File: src/hw/alb_pkg.sv
// Shared constants and types for the audio loopback and S/PDIF control block
package alb_pkg;

  // Structure sizes
  localparam int NSER = 4;
  localparam int DW = 32;
  localparam int DEPTH = 8;
  localparam int AW = 8;
  localparam int LVW = 4;

  // Register byte offsets
  localparam logic [7:0] OFS_GBL = 8'h44;
  localparam logic [7:0] OFS_LB = 8'h4C;
  localparam logic [7:0] OFS_SP = 8'h50;
  localparam logic [7:0] OFS_STAT = 8'h58;

  // Loopback control fields
  localparam int LB_EN_BIT = 0;
  localparam int LB_ORD_BIT = 1;
  localparam int LB_MODE_LO = 2;
  localparam int LB_MODE_HI = 3;
  localparam logic [1:0] MODE_DEF = 2'h0;
  localparam logic [1:0] MODE_TX_GEN = 2'h1;

  // S/PDIF transmit control fields
  localparam int SP_EN_BIT = 0;
  localparam int SP_VL_BIT = 2;
  localparam int SP_VR_BIT = 3;

  // Global control fields, zero holds the logic in reset
  localparam int GB_CLK_BIT = 8;
  localparam int GB_HF_BIT = 9;
  localparam int GB_CLR_BIT = 10;
  localparam int GB_SM_BIT = 11;

  // Status fields
  localparam int ST_LOOP_BIT = 0;
  localparam int ST_RUN_BIT = 1;
  localparam int ST_LVL_LO = 4;
  localparam int ST_LVL_HI = 7;

  // Reset values
  localparam logic RST_BIT = 1'b0;
  localparam logic [1:0] RST_MODE = 2'h0;
  localparam logic [31:0] RD_NONE = 32'h0;

  // Transmit sequencer states
  typedef enum logic [2:0] {
    ALB_ST_HELD = 3'h1,
    ALB_ST_CLEAR = 3'h2,
    ALB_ST_RUN = 3'h4
  } alb_state_t;

endpackage

File: src/hw/alb_fifo_if.sv
// Stream carrier between the control block and its sample FIFO
`timescale 1ns/100ps
interface alb_fifo_if #(parameter int W = 32, parameter int D = 8);
  logic [W-1:0] in_data;
  logic in_valid;
  logic in_ready;
  logic [W-1:0] out_data;
  logic out_valid;
  logic out_ready;
  logic flush;
  logic [$clog2(D):0] level;
  modport fifo (input in_data, in_valid, out_ready, flush,
                output in_ready, out_data, out_valid, level);
  modport user (output in_data, in_valid, out_ready, flush,
                input in_ready, out_data, out_valid, level);
endinterface

File: src/hw/alb_ctrl.sv
// Loopback routing and S/PDIF transmit mode control with register port
`timescale 1ns/100ps

module alb_ctrl
  import alb_pkg::*;
(
  input wire logic clock_in,
  input wire logic rst_b_in,
  input wire logic [alb_pkg::AW-1:0] reg_addr_in,
  input wire logic [31:0] reg_wdata_in,
  input wire logic reg_wr_in,
  input wire logic reg_rd_in,
  output logic [31:0] reg_rdata_out,
  input wire logic [alb_pkg::NSER-1:0] ser_dir_in,
  input wire logic [alb_pkg::NSER-1:0] ser_tx_bit_in,
  input wire logic [alb_pkg::NSER-1:0] pin_data_in,
  output logic [alb_pkg::NSER-1:0] pin_data_out,
  output logic [alb_pkg::NSER-1:0] pin_oe_b_out,
  output logic [alb_pkg::NSER-1:0] ser_rx_bit_out,
  input wire logic tx_slot_odd_in,
  output logic rx_use_tx_gen_out,
  output logic spdif_transmit_mode_out,
  output logic tx_sm_rst_b_out,
  output logic tx_ser_clr_b_out,
  output logic tx_clkdiv_rst_b_out,
  output logic tx_hfdiv_rst_b_out,
  input wire logic [alb_pkg::DW-1:0] sample_in,
  input wire logic sample_valid_in,
  output logic sample_ready_out,
  output logic [alb_pkg::DW-1:0] enc_sample_out,
  output logic enc_valid_out,
  input wire logic enc_ready_in,
  output logic enc_validity_out
);
  import alb_pkg::*;

  // Control register state
  logic loopback_enable;
  logic loopback_order;
  logic [1:0] loopback_mode;
  logic spdif_transmit_enable;
  logic left_subframe_validity;
  logic right_subframe_validity;
  logic gb_clk;
  logic gb_hf;
  logic gb_clr;
  logic gb_sm;

  // Derived and datapath state
  alb_state_t state;
  alb_state_t next_state;
  logic loop_active;
  logic [31:0] next_rdata;
  logic wr_lb;
  logic wr_sp;
  logic wr_gb;
  logic [NSER-1:0] next_rx;

  alb_fifo_if #(.W(DW), .D(DEPTH)) fq ();

  // Write decode, one register per strobe
  assign wr_lb = reg_wr_in && (reg_addr_in == OFS_LB);
  assign wr_sp = reg_wr_in && (reg_addr_in == OFS_SP);
  assign wr_gb = reg_wr_in && (reg_addr_in == OFS_GBL);

  always_ff @(posedge clock_in or negedge rst_b_in) begin
    if (!rst_b_in) begin
      loopback_enable <= RST_BIT;
      loopback_order <= RST_BIT;
      loopback_mode <= RST_MODE;
    end else if (wr_lb) begin
      loopback_enable <= reg_wdata_in[LB_EN_BIT];
      loopback_order <= reg_wdata_in[LB_ORD_BIT];
      loopback_mode <= reg_wdata_in[LB_MODE_HI:LB_MODE_LO];
    end
  end

  // taken whatever the dividers do
  // Writes are not gated by the sequencer; software keeps it held
  always_ff @(posedge clock_in or negedge rst_b_in) begin
    if (!rst_b_in) begin
      spdif_transmit_enable <= RST_BIT;
      left_subframe_validity <= RST_BIT;
      right_subframe_validity <= RST_BIT;
    end else if (wr_sp) begin
      spdif_transmit_enable <= reg_wdata_in[SP_EN_BIT];
      left_subframe_validity <= reg_wdata_in[SP_VL_BIT];
      right_subframe_validity <= reg_wdata_in[SP_VR_BIT];
    end
  end

  always_ff @(posedge clock_in or negedge rst_b_in) begin
    if (!rst_b_in) begin
      gb_clk <= RST_BIT;
      gb_hf <= RST_BIT;
      gb_clr <= RST_BIT;
      gb_sm <= RST_BIT;
    end else if (wr_gb) begin
      gb_clk <= reg_wdata_in[GB_CLK_BIT];
      gb_hf <= reg_wdata_in[GB_HF_BIT];
      gb_clr <= reg_wdata_in[GB_CLR_BIT];
      gb_sm <= reg_wdata_in[GB_SM_BIT];
    end
  end

  // Reset controls go out as active-low holds
  assign tx_sm_rst_b_out = gb_sm;
  assign tx_ser_clr_b_out = gb_clr;
  assign tx_clkdiv_rst_b_out = gb_clk;
  assign tx_hfdiv_rst_b_out = gb_hf;

  // Read mux, unmapped offsets answer zero
  always_comb begin
    next_rdata = RD_NONE;
    case (reg_addr_in)
      OFS_LB: begin
        next_rdata[LB_EN_BIT] = loopback_enable;
        next_rdata[LB_ORD_BIT] = loopback_order;
        next_rdata[LB_MODE_HI:LB_MODE_LO] = loopback_mode;
      end
      OFS_SP: begin
        next_rdata[SP_EN_BIT] = spdif_transmit_enable;
        next_rdata[SP_VL_BIT] = left_subframe_validity;
        next_rdata[SP_VR_BIT] = right_subframe_validity;
      end
      OFS_GBL: begin
        next_rdata[GB_CLK_BIT] = gb_clk;
        next_rdata[GB_HF_BIT] = gb_hf;
        next_rdata[GB_CLR_BIT] = gb_clr;
        next_rdata[GB_SM_BIT] = gb_sm;
      end
      OFS_STAT: begin
        next_rdata[ST_LOOP_BIT] = loop_active;
        next_rdata[ST_RUN_BIT] = (state == ALB_ST_RUN);
        next_rdata[ST_LVL_HI:ST_LVL_LO] = LVW'(fq.level);
      end
      default: next_rdata = RD_NONE;
    endcase
  end

  // Read data valid only in the cycle after the strobe
  always_ff @(posedge clock_in or negedge rst_b_in) begin
    if (!rst_b_in) begin
      reg_rdata_out <= RD_NONE;
    end else if (reg_rd_in) begin
      reg_rdata_out <= next_rdata;
    end else begin
      reg_rdata_out <= RD_NONE;
    end
  end

  assign loop_active = loopback_enable && !spdif_transmit_enable;

  // transmit generators shared
  // Reserved codes share nothing, so a bad value cannot clock receive
  assign rx_use_tx_gen_out = loopback_enable &&
                             (loopback_mode == MODE_TX_GEN);

  assign spdif_transmit_mode_out = spdif_transmit_enable;

  // Transmit sequencer follows the two global holds
  always_comb begin
    case (state)
      ALB_ST_HELD: next_state = !gb_sm ? ALB_ST_HELD :
                   (gb_clr ? ALB_ST_RUN : ALB_ST_CLEAR);
      ALB_ST_CLEAR: next_state = !gb_sm ? ALB_ST_HELD :
                    (gb_clr ? ALB_ST_RUN : ALB_ST_CLEAR);
      ALB_ST_RUN: next_state = !gb_sm ? ALB_ST_HELD :
                  (gb_clr ? ALB_ST_RUN : ALB_ST_CLEAR);
      default: next_state = ALB_ST_HELD;
    endcase
  end

  always_ff @(posedge clock_in or negedge rst_b_in) begin
    if (!rst_b_in) begin
      state <= ALB_ST_HELD;
    end else begin
      state <= next_state;
    end
  end

  // Per-serializer loopback routing of the receive bits
  for (genvar n = 0; n < NSER; n++) begin : g_ser
    localparam int P = n ^ 1;
    logic rx_loop;
    assign rx_loop = loop_active &&
                     (loopback_order ? (n % 2 == 1) : (n % 2 == 0));
    assign next_rx[n] = rx_loop ? ser_tx_bit_in[P] : pin_data_in[n];
  end

  // Received bits register; cleared serializers see zero
  always_ff @(posedge clock_in or negedge rst_b_in) begin
    if (!rst_b_in) begin
      ser_rx_bit_out <= '0;
    end else if (!gb_clr) begin
      ser_rx_bit_out <= '0;
    end else begin
      ser_rx_bit_out <= next_rx;
    end
  end

  // Transmit pins; enable is low while driving
  always_ff @(posedge clock_in or negedge rst_b_in) begin
    if (!rst_b_in) begin
      pin_data_out <= '0;
      pin_oe_b_out <= '1;
    end else begin
      pin_data_out <= gb_clr ? ser_tx_bit_in : '0;
      pin_oe_b_out <= gb_clr ? ~ser_dir_in : '1;
    end
  end

  // Sample stream; clearing the serializers flushes stale audio
  assign fq.in_data = sample_in;
  assign fq.in_valid = sample_valid_in;
  assign sample_ready_out = fq.in_ready;
  assign fq.flush = !gb_clr;
  assign fq.out_ready = enc_ready_in && (state == ALB_ST_RUN);
  assign enc_sample_out = fq.out_data;
  assign enc_valid_out = fq.out_valid && (state == ALB_ST_RUN);

  alb_fifo #(.W(DW), .D(DEPTH)) u_fifo (
    .clock_in(clock_in),
    .rst_b_in(rst_b_in),
    .f(fq.fifo)
  );

  always_ff @(posedge clock_in or negedge rst_b_in) begin
    if (!rst_b_in) begin
      enc_validity_out <= RST_BIT;
    end else if (spdif_transmit_enable) begin
      enc_validity_out <= tx_slot_odd_in ? right_subframe_validity
                                         : left_subframe_validity;
    end else begin
      enc_validity_out <= RST_BIT;
    end
  end

  // Checks on the design's own outputs and internal state
  property p_gen_share;
    @(posedge clock_in) disable iff (!rst_b_in)
    rx_use_tx_gen_out |-> loopback_enable &&
                          loopback_mode == MODE_TX_GEN;
  endproperty
  a_gen_share: assert property (p_gen_share)
    else $error("receive shares transmit generators without cause");

  property p_mode_ignored;
    @(posedge clock_in) disable iff (!rst_b_in)
    !loopback_enable |-> !rx_use_tx_gen_out;
  endproperty
  a_mode_ignored: assert property (p_mode_ignored)
    else $error("generator mode honoured with loopback off");

  property p_odd_to_even;
    @(posedge clock_in) disable iff (!rst_b_in)
    loop_active && !loopback_order && gb_clr
      |=> ser_rx_bit_out[0] == $past(ser_tx_bit_in[1]);
  endproperty
  a_odd_to_even: assert property (p_odd_to_even)
    else $error("serializer 0 did not receive from 1");

  property p_even_to_odd;
    @(posedge clock_in) disable iff (!rst_b_in)
    loop_active && loopback_order && gb_clr
      |=> ser_rx_bit_out[1] == $past(ser_tx_bit_in[0]);
  endproperty
  a_even_to_odd: assert property (p_even_to_odd)
    else $error("serializer 1 did not receive from 0");

  property p_pin_path;
    @(posedge clock_in) disable iff (!rst_b_in)
    !loop_active && gb_clr
      |=> ser_rx_bit_out[0] == $past(pin_data_in[0]);
  endproperty
  a_pin_path: assert property (p_pin_path)
    else $error("receiver off its pin outside loopback");

  property p_tdm_only;
    @(posedge clock_in) disable iff (!rst_b_in)
    spdif_transmit_enable |-> !loop_active;
  endproperty
  a_tdm_only: assert property (p_tdm_only)
    else $error("loopback active in S/PDIF mode");

  property p_right_v;
    @(posedge clock_in) disable iff (!rst_b_in)
    spdif_transmit_enable && tx_slot_odd_in
      |=> enc_validity_out == $past(right_subframe_validity);
  endproperty
  a_right_v: assert property (p_right_v)
    else $error("right subframe validity wrong");

  property p_left_v;
    @(posedge clock_in) disable iff (!rst_b_in)
    spdif_transmit_enable && !tx_slot_odd_in
      |=> enc_validity_out == $past(left_subframe_validity);
  endproperty
  a_left_v: assert property (p_left_v)
    else $error("left subframe validity wrong");

  property p_reserved;
    @(posedge clock_in) disable iff (!rst_b_in)
    reg_rd_in && (reg_addr_in == OFS_LB || reg_addr_in == OFS_SP)
      |=> reg_rdata_out[31:4] == '0;
  endproperty
  a_reserved: assert property (p_reserved)
    else $error("reserved bits read nonzero");

  property p_en_write;
    @(posedge clock_in) disable iff (!rst_b_in)
    wr_sp |=> spdif_transmit_mode_out == $past(reg_wdata_in[SP_EN_BIT]);
  endproperty
  a_en_write: assert property (p_en_write)
    else $error("transmit mode write not taken");

  property p_held;
    @(posedge clock_in) disable iff (!rst_b_in)
    !gb_sm |=> !enc_valid_out;
  endproperty
  a_held: assert property (p_held)
    else $error("samples offered while sequencer held");

  property p_enable;
    @(posedge clock_in) disable iff (!rst_b_in)
    wr_lb && !reg_wdata_in[LB_EN_BIT] |=> !loop_active;
  endproperty
  a_enable: assert property (p_enable)
    else $error("loopback still active after clear");

endmodule // alb_ctrl

File: src/hw/alb_fifo.sv
// Sample FIFO with flush, storage in flip-flops
`timescale 1ns/100ps
module alb_fifo #(
  parameter int W = 32,
  parameter int D = 8
) (
  input wire logic clock_in,
  input wire logic rst_b_in,
  alb_fifo_if.fifo f
);
  localparam int PW = $clog2(D);
  localparam logic [PW:0] FULL = (PW+1)'(D);

  logic [W-1:0] mem [D];
  logic [PW-1:0] wr_ptr;
  logic [PW-1:0] rd_ptr;
  logic [PW:0] count;
  logic push;
  logic pop;

  // Handshakes; pointers wrap naturally since depth is a power of two
  assign push = f.in_valid & f.in_ready;
  assign pop = f.out_valid & f.out_ready;
  assign f.in_ready = !f.flush && (count != FULL);
  assign f.out_valid = (count != '0);
  assign f.out_data = mem[rd_ptr];
  assign f.level = count;

  // Storage
  always_ff @(posedge clock_in) begin
    if (push) begin
      mem[wr_ptr] <= f.in_data;
    end
  end

  // Pointers and fill level
  always_ff @(posedge clock_in or negedge rst_b_in) begin
    if (!rst_b_in) begin
      wr_ptr <= '0;
      rd_ptr <= '0;
      count <= '0;
    end else if (f.flush) begin
      wr_ptr <= '0;
      rd_ptr <= '0;
      count <= '0;
    end else begin
      if (push) begin
        wr_ptr <= wr_ptr + 1'b1;
      end
      if (pop) begin
        rd_ptr <= rd_ptr + 1'b1;
      end
      case ({push, pop})
        2'b10: count <= count + 1'b1;
        2'b01: count <= count - 1'b1;
        default: count <= count;
      endcase
    end
  end

endmodule // alb_fifo

File: config.mk
export PLATFORM = sky130hd
export DESIGN_NAME = alb_ctrl
export DESIGN_NICKNAME = d
export VERILOG_FILES = /design/src/hw/alb_pkg.sv /design/src/hw/alb_fifo_if.sv /design/src/hw/alb_ctrl.sv /design/src/hw/alb_fifo.sv
export SDC_FILE = /design/constraint.sdc
export NUM_CORES = 1
export LEC_CHECK = 0
export BUFFER_PORTS_ARGS = -buffer_cell sky130_fd_sc_hd__buf_2
export CORE_MARGIN = 2
export CORE_UTILIZATION = 45
export DETAILED_ROUTE_END_ITERATION = 8
export PLACE_DENSITY = 0.65
export SETUP_SLACK_MARGIN = 0.3
export SYNTH_ARGS = -nofsm -noshare
export SYNTH_HDL_FRONTEND = slang
export SYNTH_SLANG_ARGS = --single-unit
File: constraint.sdc
create_clock -name clock_in -period 13.73 [get_ports clock_in]
set_clock_uncertainty 0.1 [all_clocks]
set_input_delay 2.0595 -clock clock_in [delete_from_list [all_inputs] [get_ports clock_in]]
set_output_delay 2.0595 -clock clock_in [all_outputs]
set_load 0.005 [all_outputs]
# [Word level (Yosys, flattened, before mapping)]
# Memory sizes are Yosys's and may differ from the RTL's.
# Cells that the tools add are included.
[op_classes] mux=28 bitwise=3 n_reduce_logical=13 n_addsub=4 n_eq_ne=14
[op_table] op="8-bit by 7-bit equality test with 1-bit output (second input constant)" count=4
[op_table] op="4-bit two-way mux" count=6
[op_table] op="3-bit two-way mux" count=7
[op_table] op="12-bit two-way mux" count=1
[op_table] op="1-bit logical AND" count=10
[op_table] op="1-bit two-way mux" count=10
[op_table] op="4-bit one-hot mux with 2 select lines" count=1
[op_table] op="3-bit by 1-bit adder with 3-bit output (second input constant)" count=2
[op_table] op="4-bit by 1-bit adder with 4-bit output (second input constant)" count=1
[op_table] op="2-bit by 1-bit equality test with 1-bit output (second input constant)" count=2
[op_table] op="2-bit by 1-bit inequality test with 1-bit output (second input constant)" count=2
[op_table] op="4-bit inequality test (second input constant)" count=1
[op_table] op="4-bit inverter" count=1
[op_table] op="2-bit one-hot mux with 2 select lines" count=1
[op_table] op="4-bit nonzero test" count=1
[op_table] op="4-bit by 1-bit subtractor with 4-bit output (second input constant)" count=1
[op_table] op="3-bit by 1-bit equality test with 1-bit output (second input constant)" count=1
[op_table] op="3-bit by 2-bit equality test with 1-bit output (second input constant)" count=1
[op_table] op="3-bit equality test (second input constant)" count=1
[op_table] op="3-bit by 1-bit inequality test with 1-bit output (second input constant)" count=1
[op_table] op="1-bit one-hot mux with 3 select lines" count=1
[op_table] op="3-bit OR reduction" count=1
[op_table] op="1-bit AND" count=2
[op_table] op="2-bit equality test (second input constant)" count=1
[op_table] op="2 further kinds" count=2
[word_totals] output_inout_bits=85 wordCells=82 input_bits=91 reg_bits=69 mem_count=1 ramBits=256
[mem_list] memory="u_fifo.mem" words=8 word_bits=32 rd=1 rd_clocked_by_memory_dff=0 wr=1 line="alb_fifo.sv:14" source="logic [W-1:0] mem [D];"

# [Depth between registers and ports, before layout]
[depth] depth_word=6 depth_mapped=11 depth_no_buf=9

# [Hierarchy]
# Synthesis repeated with hierarchy kept, for this count alone.
[hier_totals] cells_unflattened=590 hier_area_um2=12052.8
[modules_own_cells] mod="alb_fifo" cells_each=453 area_per_inst_um2=10329.9 instances=1 seq_area_each_um2=7937.6
[modules_own_cells] mod="alb_ctrl" cells_each=137 area_per_inst_um2=1722.9 instances=1 seq_area_each_um2=982.2

# [Least setup slack after synthesis]
# OpenSTA, ideal clock, no wires.
[synth_path] kind="input -> register" start="in sample_valid_in" end="mem u_fifo.mem[0][0] (enable)" path_slack_ps=7768 n_path_buf=1 stages=3 t_arrival_ps=5360 required_ps=13129 setup_ps=501 path_cell_list="buf_6 > nand3_4 > nor4_1"
[synth_via] elab_chain_cells=3
[synth_lines] item="start: declaration" line="alb_ctrl.sv:28" source="input wire logic sample_valid_in,"
[synth_lines] item="1-bit AND" line="alb_fifo.sv:22" source="assign push = f.in_valid & f.in_ready;"
[synth_lines] item="1-bit two-way mux" line="alb_fifo.sv:31" source="if (push) begin"
[synth_lines] item="1-bit two-way mux (implied by the code)" line="alb_fifo.sv:32" source="mem[wr_ptr] <= f.in_data;"
[synth_lines] item="end: declaration" line="alb_fifo.sv:14"
# Every way passes these cells.

# [Worst setup path in the final report]
[layout_path] start="reg u_fifo.rd_ptr[0]" end="out enc_sample_out[30] (netlist name)"
[layout_via] elab_chain_cells=1
[layout_lines] item="start: declaration" line="alb_fifo.sv:16" source="logic [PW-1:0] rd_ptr;"
[layout_lines] item="start signal: assignment" line="alb_fifo.sv:51" source="rd_ptr <= rd_ptr + 1'b1;"
[layout_lines] item="memory 8 x 32 bit"
[layout_lines] item="end: declaration" line="alb_ctrl.sv:30" source="output logic [alb_pkg::DW-1:0] enc_sample_out,"
# Every way passes these cells.

==> results.json <==
{
  "outcome": "finished clean",
  "ant_nets": 0,
  "power.leakage_nw": 4.88,
  "num_rows": 59,
  "switchingPower_w": 0.000355,
  "io_pins": 176,
  "cts_max_level": 1,
  "drive_above_1_share": 0.412,
  "setup_viol": 0,
  "tns_ns": 0,
  "drtIter0Drc": 472,
  "netlist-cell-type-count": 47,
  "postCtsSetupRepairBufs": 0,
  "power_frac_comb": 0.021,
  "rsz0062_at_grt": "false",
  "cts_buffers": 31,
  "yosys_warnings": 0,
  "regArea_um2": 8930,
  "ff2ff_setup_slack_ns": 10.78,
  "seqPwrFrac": 0.548,
  "cp.arrival_ns": 3.11,
  "hold_start": "tx_clkdiv_rst_b_out",
  "cts.repair.resized": 0,
  "postCtsHoldBufs": 0,
  "worstHoldPathCells": 1,
  "synth-seq-cells": 305,
  "min_period_over_period": 0.384,
  "grt_pass1_vias": 6317,
  "grt_pass1_wl_um": 36400,
  "reg2reg_from": "tx_ser_clr_b_out",
  "finalHoldViolations": 0,
  "fp.dieH_um": 167,
  "clkPwrFrac": 0.430,
  "min_to": "reg_rdata_out[8]",
  "dr.pass1.iters": 5,
  "die_w_um": 167,
  "placeableCoreArea_um2": 26100,
  "multi_input_area_um2": 2840,
  "maxCapViolCount": 0,
  "power_density_nw_per_um2": 133,
  "track_usage": 0.170,
  "clk_latency_ns": 0.56,
  "finish.utilization": 0.534,
  "p_int_w": 0.00149,
  "rr_endpoint": "u_fifo.mem[4][27]",
  "port_buffers": 131,
  "dp_hpwl_um": 13700,
  "ys_seq_area_frac": 0.746,
  "worstPathMaxFanout": 56,
  "die_area_um2": 27900,
  "clock-root-buffer": "clkbuf_16",
  "worst_pin_slew_ns": 1.12,
  "switching_share": 0.192,
  "vias_per_cell": 5.41,
  "drv_slew": 0,
  "worst_r2r_path_depth": 3,
  "drt_wl_total_um": 23300,
  "fin_nets": 832,
  "fmax_mhz": 190,
  "avgSynthCellArea_um2": 20.3,
  "clock-sinks": 305,
  "crit_path_start_kind": "flip-flop",
  "netlist_area_um2": 11900,
  "worstSetupPathType": "reg2out",
  "maxSlewHeadroom": 0.251,
  "start_util": 0.459,
  "clk_pin_slew_ns": 0.06,
  "period_minus_slack_ns": 5.27,
  "grt_max_degree": 57,
  "hold_path.class": "reg2reg",
  "synthCells": 588,
  "clock_path_buffers": 3,
  "syn2layout_area_growth_pct": 16.5,
  "tritoncts": "yes",
  "antenna_found_initial": 1,
  "gp_congestion": 0.814,
  "cp_data_required_time_ns": 11.57,
  "via_count": 5931,
  "crit_start": "u_fifo.rd_ptr[0]",
  "drc_errors": 0,
  "cp-end-kind": "primary output",
  "wl_per_cell_um": 21.3,
  "ir_drop_v": 0.000108,
  "fillCellCount": 2021,
  "gr-total-overflow": 0
}
sequential cells by signal, indices dropped and copies added (netlist names), 2 cells and up:
signal / cells
loopback_mode: 2
pin_data_out: 4
pin_oe_b_out: 4
reg_rdata_out: 12
ser_rx_bit_out: 4
state: 3
u_fifo.f.level: 4
u_fifo.mem: 256
u_fifo.rd_ptr: 3
u_fifo.wr_ptr: 3
worst max-delay path by stage:
stage,endpoint,slack (ns),cells after the start
2_1_floorplan,u_fifo.mem[0][0],7.77,3
3_3_place_gp,enc_sample_out[30],8.93,4
3_5_place_dp,enc_sample_out[30],8.90,4
4_1_cts,enc_sample_out[30],8.31,4
5_1_grt,enc_sample_out[30],8.19,4
6_report,enc_sample_out[30],8.46,4
cell families after synthesis:
family | Yosys count | share of synthesized area
XOR/XNOR | 8 | 0.00649
AO/OA/AOI/OAI | 14 | 0.00817
multiplexers | 115 | 0.168
buffers and inverters | 49 | 0.0257
other | 1 | 0.000314
flip-flops | 305 | 0.746
adder cells (fa/ha/maj) | 3 | 0.00314
AND/OR/NAND/NOR | 93 | 0.0419
layout by cell type, fill, tap and decap left out, types with 3 or more instances in the layout:
master / count
nand3_1: 8
clkbuf_1: 7
nor2_1: 22
nand2_1: 15
dfstp_2: 5
nor2_4: 3
mux2i_1: 8
and2_1: 11
a21oi_1: 4
buf_4: 12
nor3_2: 4
nor3_1: 3
mux4_2: 64
clkinv_1: 11
inv_1: 4
edfxtp_1: 256
xor2_1: 4
bufinv_16: 3
nor2b_1: 4
dfrtp_1: 41
nand2b_1: 4
mux2_2: 43
ha_1: 3
buf_2: 131
conb_1: 20
xnor2_1: 3
clkbuf_16: 31
per-stage QoR:
step / cell area, um^2 / std cells / setup slack (ns) / hold WS (ns) / total power, W
finish: 13900 / 1096 / 8.46 / 0.417 / 0.00185
global route: 13900 / 1095 / 8.19 / 0.453 / 0.00191
CTS: 13900 / 1095 / 8.31 / 0.418 / 0.00187
detailed placement: 12900 / 1040 / 8.90 / 0.406 / 0.00107
global placement: 12900 / 1040 / 8.93 / 0.378 / 0.00107
floorplan: 12000 / 607 / 7.77 / 0.395 / 0.00105
worst max-delay path, stage by stage, from the launching register on:
cell and delay (ns):
dfrtp_4 0.56, buf_4 0.90, mux4_2 0.61, mux2_2 0.29
buf_2 0.13
cell usage after synthesis, drive strengths merged:
library cell,instances,area [um^2]
a21oi,4,20.0
xor2,5,51.3
buf,37,262
edfxtp,256,7690
or2,1,6.26
and2,13,83.8
nor2,26,100
o22ai,1,6.26
o2bb2ai,1,15.0
nor2b,4,25.0
a2bb2oi,1,8.76
dfrtp,44,1100
mux2,43,484
nand4,2,12.5
and3,1,6.26
nor4b,1,8.76
o31ai,1,7.51
or3,1,6.26
o211ai,2,15.0
nand4bb,1,11.3
mux4,64,1440
nor3b,2,15.0
or4b,1,10.0
clkbuf,8,30.0
xnor2,3,26.3
nand2b,4,25.0
conb,1,3.75
nor4,3,25.0
nand3,10,67.6
mux2i,8,80.1
nand2,16,62.6
ha,3,37.5
inv,4,15.0
a22oi,2,15.0
dfstp,5,131
nor3,7,35.0
o21ai,2,10.0
area by class of cell:
| class | instances | share of cell area |
|---|---|---|
| diodes | 1 | 0.000180 |
| clock buffers | 38 | 0.0576 |
| clock inverters | 17 | 0.0116 |
| inverters | 4 | 0.00108 |
| multi-input cells | 253 | 0.204 |
| flip-flops and latches | 305 | 0.641 |
| well taps | 335 | 0.0301 |
| repair buffers | 143 | 0.0536 |
layer usage:
metal  routed length (um)  up-vias  track usage
li1                     -     2609            -
met1                 9830     3110        0.227
met5                    0        -            0
met4                  555        0       0.0472
met2                11700      171        0.287
met3                 1240       41       0.0316
power groups by stage:
| stage | Combinational [W] | Clock, W | Sequential [W] |
|---|---|---|---|
| after global routing | 0.0000444 | 0.000852 | 0.00101 |
| after detailed placement | 0.0000399 | 0 | 0.00103 |
| after global placement | 0.0000373 | 0 | 0.00103 |
| after CTS | 0.0000399 | 0.000814 | 0.00101 |
| final | 0.0000395 | 0.000795 | 0.00101 |
| after floorplan | 0.0000177 | 0 | 0.00103 |
(Power assumes the default switching activity.)
